File: config.mk
export PLATFORM = sky130hd
export DESIGN_NAME = port_pin_function_mux
export DESIGN_NICKNAME = d
export VERILOG_FILES = /design/src/rtl/ppm_pkg.sv /design/src/rtl/ppm_sync.sv /design/src/rtl/port_pin_function_mux.sv
export SDC_FILE = /design/constraint.sdc
export NUM_CORES = 1
export LEC_CHECK = 0
export BUFFER_PORTS_ARGS = -buffer_cell sky130_fd_sc_hd__buf_2
export CAP_MARGIN = 20
export CORE_UTILIZATION = 45
export CTS_CLUSTER_DIAMETER = 100
export DETAILED_ROUTE_END_ITERATION = 10
export HOLD_SLACK_MARGIN = 0.15
export PLACE_DENSITY = 0.75
export SYNTH_ARGS = -nofsm -noshare
export SYNTH_HDL_FRONTEND = slang
export SYNTH_SLANG_ARGS = --single-unit
File: constraint.sdc
create_clock -name ref_clk -period 2 [get_ports ref_clk]
set_input_delay 0.1 -clock ref_clk [delete_from_list [all_inputs] [get_ports ref_clk]]
set_output_delay 0.1 -clock ref_clk [all_outputs]
set_load 0.01 [all_outputs]
File: src/rtl/ppm_pkg.sv
// Notes on behaviour
// - select field 1x00 picks output 0, onward
// - hardware-owned output overrides software selection
// - debug enabled if debug reset high at por
// - port7 bit0: timer3, timer6 outputs, jtag out
// - port7 bit0 feeds trigger2 in1, can4 rx
// - port6 bit0: mux0, can2 tx, break out
// - port6 bit1: mux1, timer3 out, serial1 data
// - port6 bits feed converter, serial, can2, trigger
// - port2 bit0: can5 tx; feeds can0, timer5
// - port15 and port5 are input only
// - jtag data/mode inputs from port5 bits 2,4
// - port5 bit8 feeds run controls, serial2 ch0
// - port5 bit10 feeds break, serial2 ch1, t13
// - port15 bit4 timer6; port5 bit15 can2
package ppm_pkg;
   // =====================================================
   // select field
   // =====================================================
   localparam int SEL_W = 4;
   localparam logic [1:0] SEL_ALT_POS = 2'h2;
   localparam logic [3:0] SEL_RESET = 4'h0;
   localparam int SYNC_STAGES = 2;
   localparam int SEL_DRIVE_BIT = 3;
   localparam int SEL_NUM_W = 2;
   localparam logic [1:0] POR_FLUSH = 2'(SYNC_STAGES + 1); // edges until synced pins are real
   localparam int PIN_N = 4;
   localparam int P5_N = 16;
   localparam int P15_N = 8;

   typedef logic [SEL_W-1:0] ppm_sel_t;

   // selection per bidirectional pin: port7.0, port6.0, port6.1, port2.0
   typedef struct packed {
      ppm_sel_t port7Bit0;
      ppm_sel_t port6Bit0;
      ppm_sel_t port6Bit1;
      ppm_sel_t port2Bit0;
   } ppm_sel_s;

   // peripheral output sources
   typedef struct packed {
      logic timer3ToggleOut;
      logic timer6ToggleOut;
      logic analogMuxCtl0;
      logic analogMuxCtl1;
      logic can2TxOut;
      logic can5TxOut;
      logic debugBreakOut;
      logic ser1Ch1DataOut;
      logic jtagDataOut;
      logic jtagDataOutEn;
   } ppm_src_s;

   // peripheral input destinations
   typedef struct packed {
      logic emergTrig2In1;
      logic can4RxIn;
      logic convRequestGateIn;
      logic convRequestTrigIn;
      logic ser1Ch1DataIn;
      logic can2RxInE;
      logic emergTrig1In6;
      logic can0RxIn;
      logic timer5CountGateIn;
      logic timer6CountGateIn;
      logic jtagDataIn;
      logic jtagModeIn;
      logic timer3UpdownIn;
      logic ccT12RunCtlIn;
      logic ccT13RunCtlIn;
      logic ser2Ch0DataIn;
      logic debugBreakIn;
      logic ser2Ch1DataIn;
      logic ccUnit1T13RunIn;
      logic can2RxInF;
   } ppm_dst_s;
endpackage

File: src/rtl/ppm_sync.sv
`timescale 1ns/10ps
// two-flop synchroniser, one per bit
module ppm_sync #(
   parameter int W = 1
) (
   input wire logic ref_clk,
   input wire logic reset,
   input wire logic [W-1:0] din,
   output logic [W-1:0] dout
);
   logic [W-1:0] stage1;
   logic [W-1:0] next_stage1;
   logic [W-1:0] next_dout;

   // =====================================================
   // sync chain
   // =====================================================
   // first stage read only by the second
   always_comb
   begin
      next_stage1 = din;
      next_dout = stage1;
   end

   always_ff @(posedge ref_clk)
   begin
      if (reset)
      begin
         stage1 <= '0;
         dout <= '0;
      end
      else
      begin
         stage1 <= next_stage1;
         dout <= next_dout;
      end
   end
endmodule

File: src/rtl/port_pin_function_mux.sv
`timescale 1ns/10ps
// pin function multiplexer
module port_pin_function_mux (
   input wire logic ref_clk,
   input wire logic reset,
   input wire logic powerOnResetIn,
   input wire logic debugResetIn,
   input wire logic factoryTestEnable,
   input wire ppm_pkg::ppm_sel_s outputSelectField,
   input wire logic [ppm_pkg::PIN_N-1:0] gpioOut,
   input wire ppm_pkg::ppm_src_s src,
   input wire logic [ppm_pkg::PIN_N-1:0] pinIn,
   input wire logic [ppm_pkg::P5_N-1:0] port5In,
   input wire logic [ppm_pkg::P15_N-1:0] port15In,
   output logic [ppm_pkg::PIN_N-1:0] pinOut,
   output logic [ppm_pkg::PIN_N-1:0] pinOe,
   output ppm_pkg::ppm_dst_s dst,
   output logic [ppm_pkg::P5_N-1:0] port5Gpi,
   output logic [ppm_pkg::P15_N-1:0] port15Gpi,
   output logic debugEnabled,
   output logic debugSysReset,
   output logic factoryTestMode
);
   localparam int ALLW = ppm_pkg::PIN_N + ppm_pkg::P5_N + ppm_pkg::P15_N + 3;

   logic [ALLW-1:0] syncIn;
   logic [ALLW-1:0] syncOut;
   logic [ppm_pkg::PIN_N-1:0] pinS;
   logic [ppm_pkg::P5_N-1:0] p5S;
   logic [ppm_pkg::P15_N-1:0] p15S;
   logic porS, dbgRstS, testS;
   logic porPrev;
   logic next_porPrev;
   logic [ppm_pkg::PIN_N-1:0] next_pinOut;
   logic [ppm_pkg::PIN_N-1:0] next_pinOe;
   ppm_pkg::ppm_dst_s next_dst;
   logic next_debugEnabled, next_debugSysReset, next_factoryTestMode;
   logic [ppm_pkg::SEL_W-1:0] selArr [ppm_pkg::PIN_N];
   logic [3:0] altArr [ppm_pkg::PIN_N];
   logic [ppm_pkg::PIN_N-1:0] swOut;
   logic [ppm_pkg::PIN_N-1:0] swOe;
   logic [ppm_pkg::P5_N-1:0] next_port5Gpi;
   logic [ppm_pkg::P15_N-1:0] next_port15Gpi;
   logic [1:0] porWarm;
   logic [1:0] next_porWarm;

   // =====================================================
   // input synchronisation
   // =====================================================
   assign syncIn = {pinIn, port5In, port15In, powerOnResetIn, debugResetIn, factoryTestEnable};

   ppm_sync #(.W(ALLW)) u_sync (
      .ref_clk(ref_clk),
      .reset(reset),
      .din(syncIn),
      .dout(syncOut)
   );

   assign {pinS, p5S, p15S, porS, dbgRstS, testS} = syncOut;

   // =====================================================
   // output selection
   // =====================================================
   // per-pin alternate sources indexed by output number 0..3
   assign selArr[3] = outputSelectField.port7Bit0;
   assign selArr[2] = outputSelectField.port6Bit0;
   assign selArr[1] = outputSelectField.port6Bit1;
   assign selArr[0] = outputSelectField.port2Bit0;
   assign altArr[3] = {1'b0, src.timer6ToggleOut, src.timer3ToggleOut, gpioOut[3]};
   assign altArr[2] = {src.debugBreakOut, src.can2TxOut, src.analogMuxCtl0, gpioOut[2]};
   assign altArr[1] = {src.ser1Ch1DataOut, src.timer3ToggleOut, src.analogMuxCtl1, gpioOut[1]};
   assign altArr[0] = {1'b0, 1'b0, src.can5TxOut, gpioOut[0]};

   // decode of select field, one slice per pin
   generate
      for (genvar gi = 0; gi < ppm_pkg::PIN_N; gi++)
      begin : g_pin
         // top bit turns the driver on
         assign swOe[gi] = selArr[gi][ppm_pkg::SEL_DRIVE_BIT];
         assign swOut[gi] = altArr[gi][selArr[gi][ppm_pkg::SEL_NUM_W-1:0]];
      end
   endgenerate

   // software choice first, then the hardware owner of port7 bit0
   always_comb
   begin
      next_pinOe = swOe;
      next_pinOut = swOut;
      if (src.jtagDataOutEn)
      begin
         next_pinOe[3] = 1'b1;
         next_pinOut[3] = src.jtagDataOut;
      end
   end

   // =====================================================
   // input distribution
   // =====================================================
   // levels reach every input always
   always_comb
   begin
      next_dst.emergTrig2In1 = pinS[3];
      next_dst.can4RxIn = pinS[3];
      next_dst.convRequestGateIn = pinS[2];
      next_dst.ser1Ch1DataIn = pinS[2];
      next_dst.convRequestTrigIn = pinS[1];
      next_dst.can2RxInE = pinS[1];
      next_dst.emergTrig1In6 = pinS[1];
      next_dst.can0RxIn = pinS[0];
      next_dst.timer5CountGateIn = pinS[0];
      next_dst.jtagDataIn = p5S[2];
      next_dst.jtagModeIn = p5S[4];
      next_dst.timer3UpdownIn = p5S[4];
      next_dst.ccT12RunCtlIn = p5S[8];
      next_dst.ccT13RunCtlIn = p5S[8];
      next_dst.ser2Ch0DataIn = p5S[8];
      next_dst.debugBreakIn = p5S[10];
      next_dst.ser2Ch1DataIn = p5S[10];
      next_dst.ccUnit1T13RunIn = p5S[10];
      next_dst.timer6CountGateIn = p15S[4];
      next_dst.can2RxInF = p5S[15];
      next_port5Gpi = p5S;
      next_port15Gpi = p15S;
   end

   // =====================================================
   // debug and test pins
   // =====================================================
   // por watch stays blind until the synchroniser has flushed: its
   // stages reset low while the pin idles high, which looks like a rise
   always_comb
   begin
      next_porWarm = porWarm;
      if (porWarm != ppm_pkg::POR_FLUSH)
         next_porWarm = porWarm + 2'h1;
   end

   // strap caught on rising edge of por, clocked; a rise inside the
   // flush window right after reset is not seen
   always_comb
   begin
      next_porPrev = porS;
      next_debugEnabled = debugEnabled;
      if ((porWarm == ppm_pkg::POR_FLUSH) && porS && !porPrev)
         next_debugEnabled = dbgRstS;
      next_debugSysReset = debugEnabled && !dbgRstS;
   end

   // test pin kept apart from the strap logic
   always_comb
   begin
      next_factoryTestMode = !testS;
   end

   // =====================================================
   // registers
   // =====================================================
   // pin drive registered so pads never see decode glitches
   always_ff @(posedge ref_clk)
   begin
      if (reset)
      begin
         pinOut <= '0;
         pinOe <= '0;
      end
      else
      begin
         pinOut <= next_pinOut;
         pinOe <= next_pinOe;
      end
   end

   // peripheral inputs and plain inputs
   always_ff @(posedge ref_clk)
   begin
      if (reset)
      begin
         dst <= '0;
         port5Gpi <= '0;
         port15Gpi <= '0;
      end
      else
      begin
         dst <= next_dst;
         port5Gpi <= next_port5Gpi;
         port15Gpi <= next_port15Gpi;
      end
   end

   // debug strap state
   always_ff @(posedge ref_clk)
   begin
      if (reset)
      begin
         porWarm <= '0;
         porPrev <= 1'b0;
         debugEnabled <= 1'b0;
         debugSysReset <= 1'b0;
      end
      else
      begin
         porWarm <= next_porWarm;
         porPrev <= next_porPrev;
         debugEnabled <= next_debugEnabled;
         debugSysReset <= next_debugSysReset;
      end
   end

   // test pin state
   always_ff @(posedge ref_clk)
   begin
      if (reset)
      begin
         factoryTestMode <= 1'b0;
      end
      else
      begin
         factoryTestMode <= next_factoryTestMode;
      end
   end
endmodule

Word level (Yosys, flattened, before mapping):

Index checks and enable logic that the tools add are counted.
W data, S select, Z words.

* bits in registers: 110
* latch bits: 0
* bits in writable memories: 0
* memory bits (read-only): 0
* input bits: 63
* output and inout bits: 55
* word-level logic and storage cells: 44
* memories: 0

* $add $sub $neg: 1
* multipliers: 0
* div/mod/pow operators: 0
* magnitude comparators: 4
* equality and inequality tests: 2
* shift-type cells: 0
* mux-type cells: 10
* bitwise operators: 0
* reduce and logical (&&, ||, !) cells: 6

Operator list (count)
* $lt A2 B3 Y1 const B: 4
* $bmux W1 S2: 4
* $mux W1: 6
* $logic_and A1 B1 Y1: 3
* $logic_not A1 Y1: 3
* $add A2 B1 Y2 const B: 1
* $eq A2 B2 Y1 const B: 1
* $ne A2 B2 Y1 const B: 1

Longest topological paths before layout:

Gate-level depths: netlist of the first run.

* depth in word-level cells: 3
* gate-level depth with buffers: 4
* depth with buffers taken out: 4

By module:

From an unflattened synthesis of the first run, not the netlist that was laid out.

* cells, all modules: 248
* area total of the unflattened synthesis: 3045.4 µm²

By module, submodules not included
* ppm_sync: times used 1, cells an instance 130, area each 1659.1 µm²
* port_pin_function_mux: times used 1, cells an instance 118, area each 1386.3 µm²

Least setup slack after synthesis of the first run:

OpenSTA, ideal clock, no wires.

* path type: reg-to-reg
* start: reg porWarm[0]
* end: reg debugEnabled
* setup time: 0.114 ns
* data arrival time: 0.849 ns
* slack: 1.036 ns
* stages on the path, launching flop included: 5
* clock period less this slack: 0.964 ns
* cell sequence: dfxtp_1 ha_1 nand3b_1 mux2i_1 nor2_1

* word-level cells in the longest chain between the ends: 3

RTL lines
* start, declared: line port_pin_function_mux.sv:44 `logic [1:0] porWarm;`
* start signal, assigned: line port_pin_function_mux.sv:202 `porWarm <= next_porWarm;`
* $eq A2 B2 Y1: line port_pin_function_mux.sv:144 `if ((porWarm == ppm_pkg::POR_FLUSH) && porS && !porPrev)`
* $logic_and A1 B1 Y1 (2 in a row): line port_pin_function_mux.sv:144
* end signal, assigned: line port_pin_function_mux.sv:204 `debugEnabled <= next_debugEnabled;`
* end, declared: line port_pin_function_mux.sv:20 `output logic debugEnabled,`

Every way passes these cells.
A chain may end at the register's enable or synchronous reset.

Worst setup path after layout of the first run:

* start: in src[1] in the netlist's numbering
* end: reg pinOut[3] in the netlist's numbering

* word-level cells in the longest chain between the ends: 1

RTL lines
* start, declared: line port_pin_function_mux.sv:11 `input wire ppm_pkg::ppm_src_s src,`
* $mux W1: line port_pin_function_mux.sv:89 `if (src.jtagDataOutEn)`
* end signal, assigned: line port_pin_function_mux.sv:168 `pinOut <= next_pinOut;`
* end, declared: line port_pin_function_mux.sv:15 `output logic [ppm_pkg::PIN_N-1:0] pinOut,`

Every way passes these cells.

==> impl_metrics.ini, run 1 <==
[routing]
drtPass1Iterations = 9
wl_um = 5048
via_count = 1967
routed_via_density = 4.132
route.detailed.drc = 4
ant_nets = 0
drt_iter0_markers = 57
post_drt_wl_per_cell_um = 10.61

[placed_design]
place_congestion = 0.7489
io_buffer_count = 113
dp_hpwl_um = 2977

[run]
max-cap-violations = 0

[worst_setup_path]
r2r_slack_ps = 980
crit_top_cell = dlygate4sd3_1
r2r_cells = 4
critical_path.startpoint = src[1]
r2r-start = porWarm[0]
worst_ep_required_time_ps = 2290
slowest_delay_ps = 580
crit_path_end_kind = register
arrival_ps = 2130
start_kind = primary input
crit_type = in -> reg
r2r-end = debugEnabled
slowest_stage = dlygate4sd3_1
crit_chain = dlygate4sd3_1 -> buf_2 -> nand2_1 -> dlygate4sd3_1 -> a211oi_1 -> dlygate4sd3_1
critical_path.top_delay_family = buffers and inverters
critPathMaxFanout = 1
critPathBufInv = 4

[grt]
grt_usage = 0.1542
grt.overflow.total = 0
grt_pass1_wl_um = 8238
grt_pass1_vias = 1864
grt_max_degree = 45
antenna_found_initial = 0

[floorplan]
fp.dieW_um = 84.40
die_area_sq_um = 7123
start_util = 0.4731
rows = 29
core_area_sq_um = 6459
die_h_um = 84.40
io_pins = 118

[clock_tree]
clock_latency_ps = 350
cts_tree = built
post_cts_resized = 0
cts-htree-levels = 3
cts-root-buf = clkbuf_8
clk_pin_slew_worst_paths_ps = 90
cts-buffers-inserted = 9
cts_buffer_depth = 2
numClockSinks = 104
cts_setup_buffers = 0

[synthesis]
yosysTopAreaCell = dfxtp_1
yosysWarnings = 0
synth_top_cell_area_share = 0.6814
synthTopCellsByArea = dfxtp_1 (68%), nor2b_1 (19%), buf_4 (4.2%)
synth.net_count = 313
syn_inst = 249
ys_seq_area_frac = 0.6814
yosys.cell_types.count = 20
syn_area_sq_um = 3055
syn_area_per_cell_sq_um = 12.27
ys_ff_latch = 104

[timing]
fmax_mhz = 543.9
finalHoldViolations = 0
period_share = 0.9193
setup_tns_ps = 0
fin_crit_ps = 1839
relSlewSlack = 0.6949
rsz0062_at_grt = false
slew_viol_final = 0
worst_slew_pin_slew_ps = 446.1
final-setup-viol-count = 0
fin_skew_ps = 11.79

[finish]
layout.nets = 458
diodes = 0
drive_above_1_share = 0.3383
area_delta_synth_final_pct = 38.78

[hold_path]
hold_depth = 3
min_path_type = in -> reg
hold_start = src[5]
min_to = pinOut[2]

[pwr]
peakVddDrop_mv = 0.4904
power.density_nw_per_um2 = 898.7
power_mw = 3.811
leakage_nw = 1.989

[outcome]
status = complete, but fails checks
violations = design-rule violations
[worst min-delay path: cells and delay by family]
family	cells	cell delay, ps
AND/OR/NAND/NOR	1	120
multiplexers	1	220
buffers and inverters	1	70
[power by group]
part / switching, mW / internal (mW)
logic: 0.120 / 0.194
registers: 0.0230 / 2.16
clock network: 0.681 / 0.630
total: 0.824 / 2.99
[sequential cells by signal, indices dropped and copies added (netlist names)]
| name | cells |
|---|---|
| dst | 5 |
| debugEnabled | 1 |
| u_sync.next_dout | 31 |
| u_sync.dout | 31 |
| pinOe | 4 |
| factoryTestMode | 1 |
| porPrev | 1 |
| pinOut | 4 |
| debugSysReset | 1 |
| port15Gpi | 8 |
| port5Gpi | 15 |
| porWarm | 2 |
[placed cells by master (no fill, tap or decap), types with 2 or more instances in the layout]
cell           netlist  layout
mux4_2               2       2
nor2b_1             95      95
buf_4               17       2
dfxtp_1            104     104
inv_6                0       2
nor2b_4              2       2
clkinvlp_4           0       2
dlygate4sd3_1        0      46
clkbuf_8             0      10
mux2i_1              3       3
buf_2                5     112
nor2_1               6       6
[through the flow]
| step | worst slack (ps) | std cells | instance area, sq um | hold WS, ps | util |
|---|---|---|---|---|---|
| after global routing | 96.30 | 476 | 4240 | 170.2 | 0.6565 |
| after detailed placement | 951.9 | 414 | 3568 | 271.3 | 0.5525 |
| after CTS | 231.2 | 476 | 4240 | 166.7 | 0.6565 |
| after floorplan | 1036 | 249 | 3055 | 179.3 | - |
| final | 161.3 | 476 | 4240 | 193.0 | 0.6565 |
| after global placement | 972.1 | 414 | 3568 | 265.2 | 0.5525 |
[metal layers]
layer	global-route usage	wire length, um	vias up
met2	0.2854	2817	62
met1	0.1420	1776	854
met5	0	0	-
met3	0.05605	266	15
met4	0.1002	187	0
li1	-	-	1036
[how the worst max path moves through the flow]
stage                                     end  slack (ps)  depth (start not counted)
after CTS                           pinOut[3]         230                          6
after floorplan                  debugEnabled        1040                          4
after global placement          debugSysReset         970                          3
final                               pinOut[3]         160                          6
after global routing                pinOut[3]         100                          6
after detailed placement  u_sync.next_dout[8]         950                          3
[final cells by class]
class / count / area [sq um]
Clock buffer: 10 / 137.6
Clock inverter: 6 / 73.82
Fill cell: 514 / 2218
Multi-Input combinational cell: 118 / 794.5
Sequential cell: 104 / 2082
Tap cell: 77 / 96.34
Timing Repair Buffer: 161 / 1056
[cell families after synthesis]
| family | synth area share |
|---|---|
| compound gates | 0.007783 |
| fa+ha+maj | 0.004094 |
| xor+xnor | 0.002867 |
| buf+inv | 0.05855 |
| mux | 0.02457 |
| flops | 0.6814 |
| simple gates | 0.2207 |
[timing repair]
action                     in CTS  in global routing
hold buffers                   46                  0
setup endpoints to repair       0                  0
hold endpoints to repair       42                  0
[Yosys cell counts]
master	number
nor2b_1	95
buf_4	17
buf_6	1
a21o_1	1
mux4_2	2
xor2_1	1
clkbuf_1	4
a211oi_1	1
nand3b_1	1
nor3_1	1
mux2i_1	3
nor3b_1	1
ha_1	1
dfxtp_1	104
nand2_1	1
a2111oi_0	1
nor2_1	6
nor2b_4	2
buf_2	5
nand2b_1	1
Power figures use the tool's default switching activity.
==> inputs of run 2 (changes only) <==
BUFFER_PORTS_ARGS = default   (was -buffer_cell sky130_fd_sc_hd__buf_2)
DONT_BUFFER_PORTS = 1   (was default)
PLACE_DENSITY = default   (was 0.75)
SLEW_MARGIN = 0   (was default)
==> run 2 against run 1 <==
The flow still finishes with violations (design-rule violations). First-iteration DRC count down 12%. Clock skew decreased by 3.6 ps. Global-route usage is 1.9 points lower. Critical path type unchanged.
==> impl_metrics.ini, run 2 (synthesized netlist as in run 1, its figures left out) <==
[pwr]
leakage_nw = 1.511
power.density_nw_per_um2 = 961.5
power_mw = 3.579
peakVddDrop_mv = 0.6640

[timing]
finalHoldViolations = 0
rsz0062_at_grt = false
fin_crit_ps = 1767
fin_skew_ps = 8.169
setup_tns_ps = 0
final-setup-viol-count = 0
worst_slew_pin_slew_ps = 487.5
period_share = 0.8833
slew_viol_final = 0
relSlewSlack = 0.6666
fmax_mhz = 566.0

[floorplan]
rows = 29
start_util = 0.4731
die_h_um = 84.40
fp.dieW_um = 84.40
core_area_sq_um = 6459
die_area_sq_um = 7123
io_pins = 118

[grt]
grt_max_degree = 96
grt_pass1_wl_um = 7251
antenna_found_initial = 0
grt.overflow.total = 0
grt_usage = 0.1349
grt_pass1_vias = 1644

[routing]
wl_met2_um = 2251
wl_um = 4441
post_drt_wl_per_cell_um = 12.00
drt_iter0_markers = 50
wl_met1_um = 1743
ant_nets = 0
via_count = 1620
drtPass1Iterations = 8
topRoutingLayerUsed = met4
wl_met3_um = 347
route.detailed.drc = 8
routed_via_density = 4.378

[outcome]
violations = design-rule violations
status = complete, but fails checks

[finish]
multi_input_area_sq_um = 794.5
layout.cells.non_filler = 370
diodes = 0
area_delta_synth_final_pct = 21.83
final_cell_mix = dfxtp_1 (104), nor2b_1 (95), dlygate4sd3_1 (54), clkbuf_8 (10), nor2_1 (6)
final_common_cell = dfxtp_1
layout.nets = 352
nFillCells = 540
stdcell_area_sq_um = 3722
ff_latch_area_sq_um = 2082
drive_above_1_share = 0.07167

[clock_tree]
cts_tree = built
cts-htree-levels = 3
clk_pin_slew_worst_paths_ps = 100
cts-buffers-inserted = 9
post_cts_resized = 0
clock_latency_ps = 350
numClockSinks = 104
cts-root-buf = clkbuf_8
cts_buffer_depth = 2

[worst_setup_path]
crit_path_end_kind = register
r2r_slack_ps = 930
critPathBufInv = 3
slowest_stage = dlygate4sd3_1
critical_path.top_delay_family = buffers and inverters
crit_chain = dlygate4sd3_1 -> nand2_1 -> dlygate4sd3_1 -> a211oi_1 -> dlygate4sd3_1
slowest_delay_ps = 580
arrival_ps = 2060
critPathMaxFanout = 3
worst_ep_required_time_ps = 2290
crit_top_cell = dlygate4sd3_1
start_kind = primary input
crit_type = in -> reg

[hold_path]
min_path_type = in -> reg

[placed_design]
dpl_cell_area_sq_um = 2973
placed_cells = 299
io_buffer_count = 0
place_congestion = 0.6702
dp_hpwl_um = 2198

[run]
max-cap-violations = 0
==> run 2: worst paths after layout <==
| check | from | endpoint | cells after the start |
|---|---|---|---|
| worst max-delay path | src[0] | pinOut[3] | 5 |
| worst max register to register | u_sync.dout[16] | port5Gpi[5] | 2 |
| worst min register to register | u_sync.dout[0] | factoryTestMode | 1 |
| worst min-delay path | reset | port5Gpi[4] | 2 |
==> run 2: where the power goes <==
| part | switching, mW | internal (mW) | total, mW |
|---|---|---|---|
| Combinational | 0.0717 | 0.141 | 0.212 |
| Sequential | 0.0460 | 2.16 | 2.21 |
| Clock | 0.666 | 0.491 | 1.16 |
==> run 2: layout make-up <==
class	instances	share of cell area
clock buffer	10	0.03697
sequential	104	0.5593
timing repair buffer	55	0.1526
multi-input combinational	118	0.2134
tap	77	0.02588
clock inverter	6	0.01176
==> run 2: timing repair <==
action | CTS | global route
hold endpoints to repair | 104 | 0
hold buffers | 55 | 0
buffers inserted | 0 | 0
==> run 2: stage by stage <==
stage / hold slack [ps] / util / setup slack, ps
2_1_floorplan: 179.3 / - / 1036
3_5_place_dp: 177.8 / 0.4603 / 990.1
5_1_grt: 307.4 / 0.5763 / 202.8
4_1_cts: 326.2 / 0.5763 / 309.2
3_3_place_gp: 178.1 / 0.4603 / 1003
6_report: 352.6 / 0.5763 / 233.4
==> run 2: per-layer routing <==
metal / vias up / track usage
met5: - / 0
met4: 0 / 0.05855
met3: 12 / 0.07768
met2: 58 / 0.2303
met1: 729 / 0.1343
li1: 821 / -
==> inputs of run 3 (changes only) <==
PLACE_DENSITY_LB_ADDON = 0.12   (was default)
==> run 3 against run 2 <==
The flow still finishes with violations (design-rule violations). Die area is the same. Setup slack gained 6.5 ps. Count of clock-buffer cells in the layout grew 1. Sequential share of layout area grew 0.094 points. Critical path type unchanged. Largest cell class unchanged. Largest power group unchanged.
==> impl_metrics.ini, run 3 (synthesized netlist as in run 1, its figures left out) <==
[outcome]
status = complete, but fails checks
violations = design-rule violations

[hold_path]
min_path_type = in -> reg

[pwr]
power_mw = 3.524
peakVddDrop_mv = 0.4852
switching_share = 0.2172
pwr-share-seq = 0.627
intPower_mw = 2.758
clock_power_share = 0.312
leakage_nw = 1.505
netSwitchingPower_mw = 0.7655
power.density_nw_per_um2 = 948.3
pwr-share-comb = 0.061

[worst_setup_path]
worst_ep_required_time_ps = 2290
crit_type = in -> reg
critPathMaxFanout = 3
crit_top_cell = dlygate4sd3_1
slowest_stage = dlygate4sd3_1
crit_path_end_kind = register
crit_chain = dlygate4sd3_1 -> nand2_1 -> dlygate4sd3_1 -> a211oi_1 -> dlygate4sd3_1
slowest_delay_ps = 580
arrival_ps = 2050
start_kind = primary input

[finish]
area_delta_synth_final_pct = 21.62
fin_util = 0.5754
diodes = 0
layout.nets = 353
stdcell_area_sq_um = 3716
nFillCells = 532
drive_above_1_share = 0.06463
final_common_cell = dfxtp_1
final_cell_mix = dfxtp_1 (104), nor2b_1 (95), dlygate4sd3_1 (55), clkbuf_8 (9), nor2_1 (6)

[clock_tree]
cts_buffer_depth = 2
numClockSinks = 104
clock_latency_ps = 350
clk_pin_slew_worst_paths_ps = 100
cts-root-buf = clkbuf_8
cts-buffers-inserted = 9
cts_tree = built
cts-htree-levels = 3
post_cts_resized = 0
cts_setup_buffers = 0

[timing]
setup_tns_ps = 0
finalHoldViolations = 0
fin_skew_ps = 9.485
slew_viol_final = 0
fmax_mhz = 568.1
fin_crit_ps = 1760
rsz0062_at_grt = false
final-setup-viol-count = 0
worst_slew_pin_slew_ps = 492.4
relSlewSlack = 0.6632
hold-worst-slack_ps = 353.3
period_share = 0.8801

[grt]
antenna_found_initial = 0
grt_max_degree = 93
grt_usage = 0.1353
grt_pass1_vias = 1543
grt_pass1_wl_um = 7231
grt.overflow.total = 0

[routing]
routed_via_density = 4.318
wl_met1_um = 1838
route.detailed.drc = 9
wl_met3_um = 298
drt_iter0_markers = 69
via_count = 1602
drtPass1Iterations = 10
ant_nets = 0
wl_um = 4364
wl_met2_um = 2152
topRoutingLayerUsed = met4
post_drt_wl_per_cell_um = 11.76

[floorplan]
die_h_um = 84.40
rows = 29
start_util = 0.4731
fp.dieW_um = 84.40
io_pins = 118
die_area_sq_um = 7123
core_area_sq_um = 6459

[placed_design]
io_buffer_count = 0
place_congestion = 0.6503
dpl_cell_area_sq_um = 2973

[run]
max-cap-violations = 0
[run 3: cell types whose count changed in the layout (fill, tap and decap cells not counted), sizes merged]
cell | previous run | this run
clkinv | 4 | 3
dlygate4sd3 | 54 | 55
inv | 1 | 0
clkbuf | 10 | 11
clkinvlp | 1 | 2
[run 3: worst max-delay path: cells and delay by family]
kind            cells  cell delay, ps
buf+inv             3            1690
simple gates        1              70
compound gates      1             190
[run 3: worst paths after layout]
check / from / endpoint / slack (ps) / cells past startpoint
worst max-delay path: src[0] / pinOut[3] / 240 / 5
worst min-delay path: reset / u_sync.dout[13] / 350 / 2
worst max register to register: u_sync.dout[28] / dst[13] / 920 / 2
worst min register to register: u_sync.dout[0] / factoryTestMode / 390 / 1
[run 3: timing repair]
action	CTS	global route
hold buffers	56	0
hold endpoints to repair	104	0
setup endpoints to repair	0	0
[run 3: cell type report]
type / instances / area (sq um) / area share
timing repair buffer: 56 / 578.1 / 0.1556
tap: 77 / 96.34 / 0.02593
clock inverter: 5 / 33.78 / 0.009091
clock buffer: 11 / 131.4 / 0.03535
sequential: 104 / 2082 / 0.5603
multi-input combinational: 118 / 794.5 / 0.2138
[run 3: stage by stage]
| stage | setup slack [ps] | instances |
|---|---|---|
| finish | 239.9 | 371 |
| global route | 202.4 | 371 |
| CTS | 309.1 | 371 |
| detailed placement | 988.4 | 299 |
| global placement | 1002 | 299 |
| floorplan | 1036 | 249 |
[run 3: metal layers]
metal,global-route usage,up-vias
met1,0.1486,719
met3,0.04916,8
met4,0.09399,0
met2,0.2191,47
met5,0,-
li1,-,828
[run 3: power groups by stage]
stage / clock network [mW] / registers (mW) / logic, mW
floorplan: 0 / 2.25 / 0.137
global placement: 0 / 2.26 / 0.0959
detailed placement: 0 / 2.26 / 0.102
CTS: 1.15 / 2.21 / 0.217
global route: 1.23 / 2.22 / 0.239
finish: 1.10 / 2.21 / 0.216
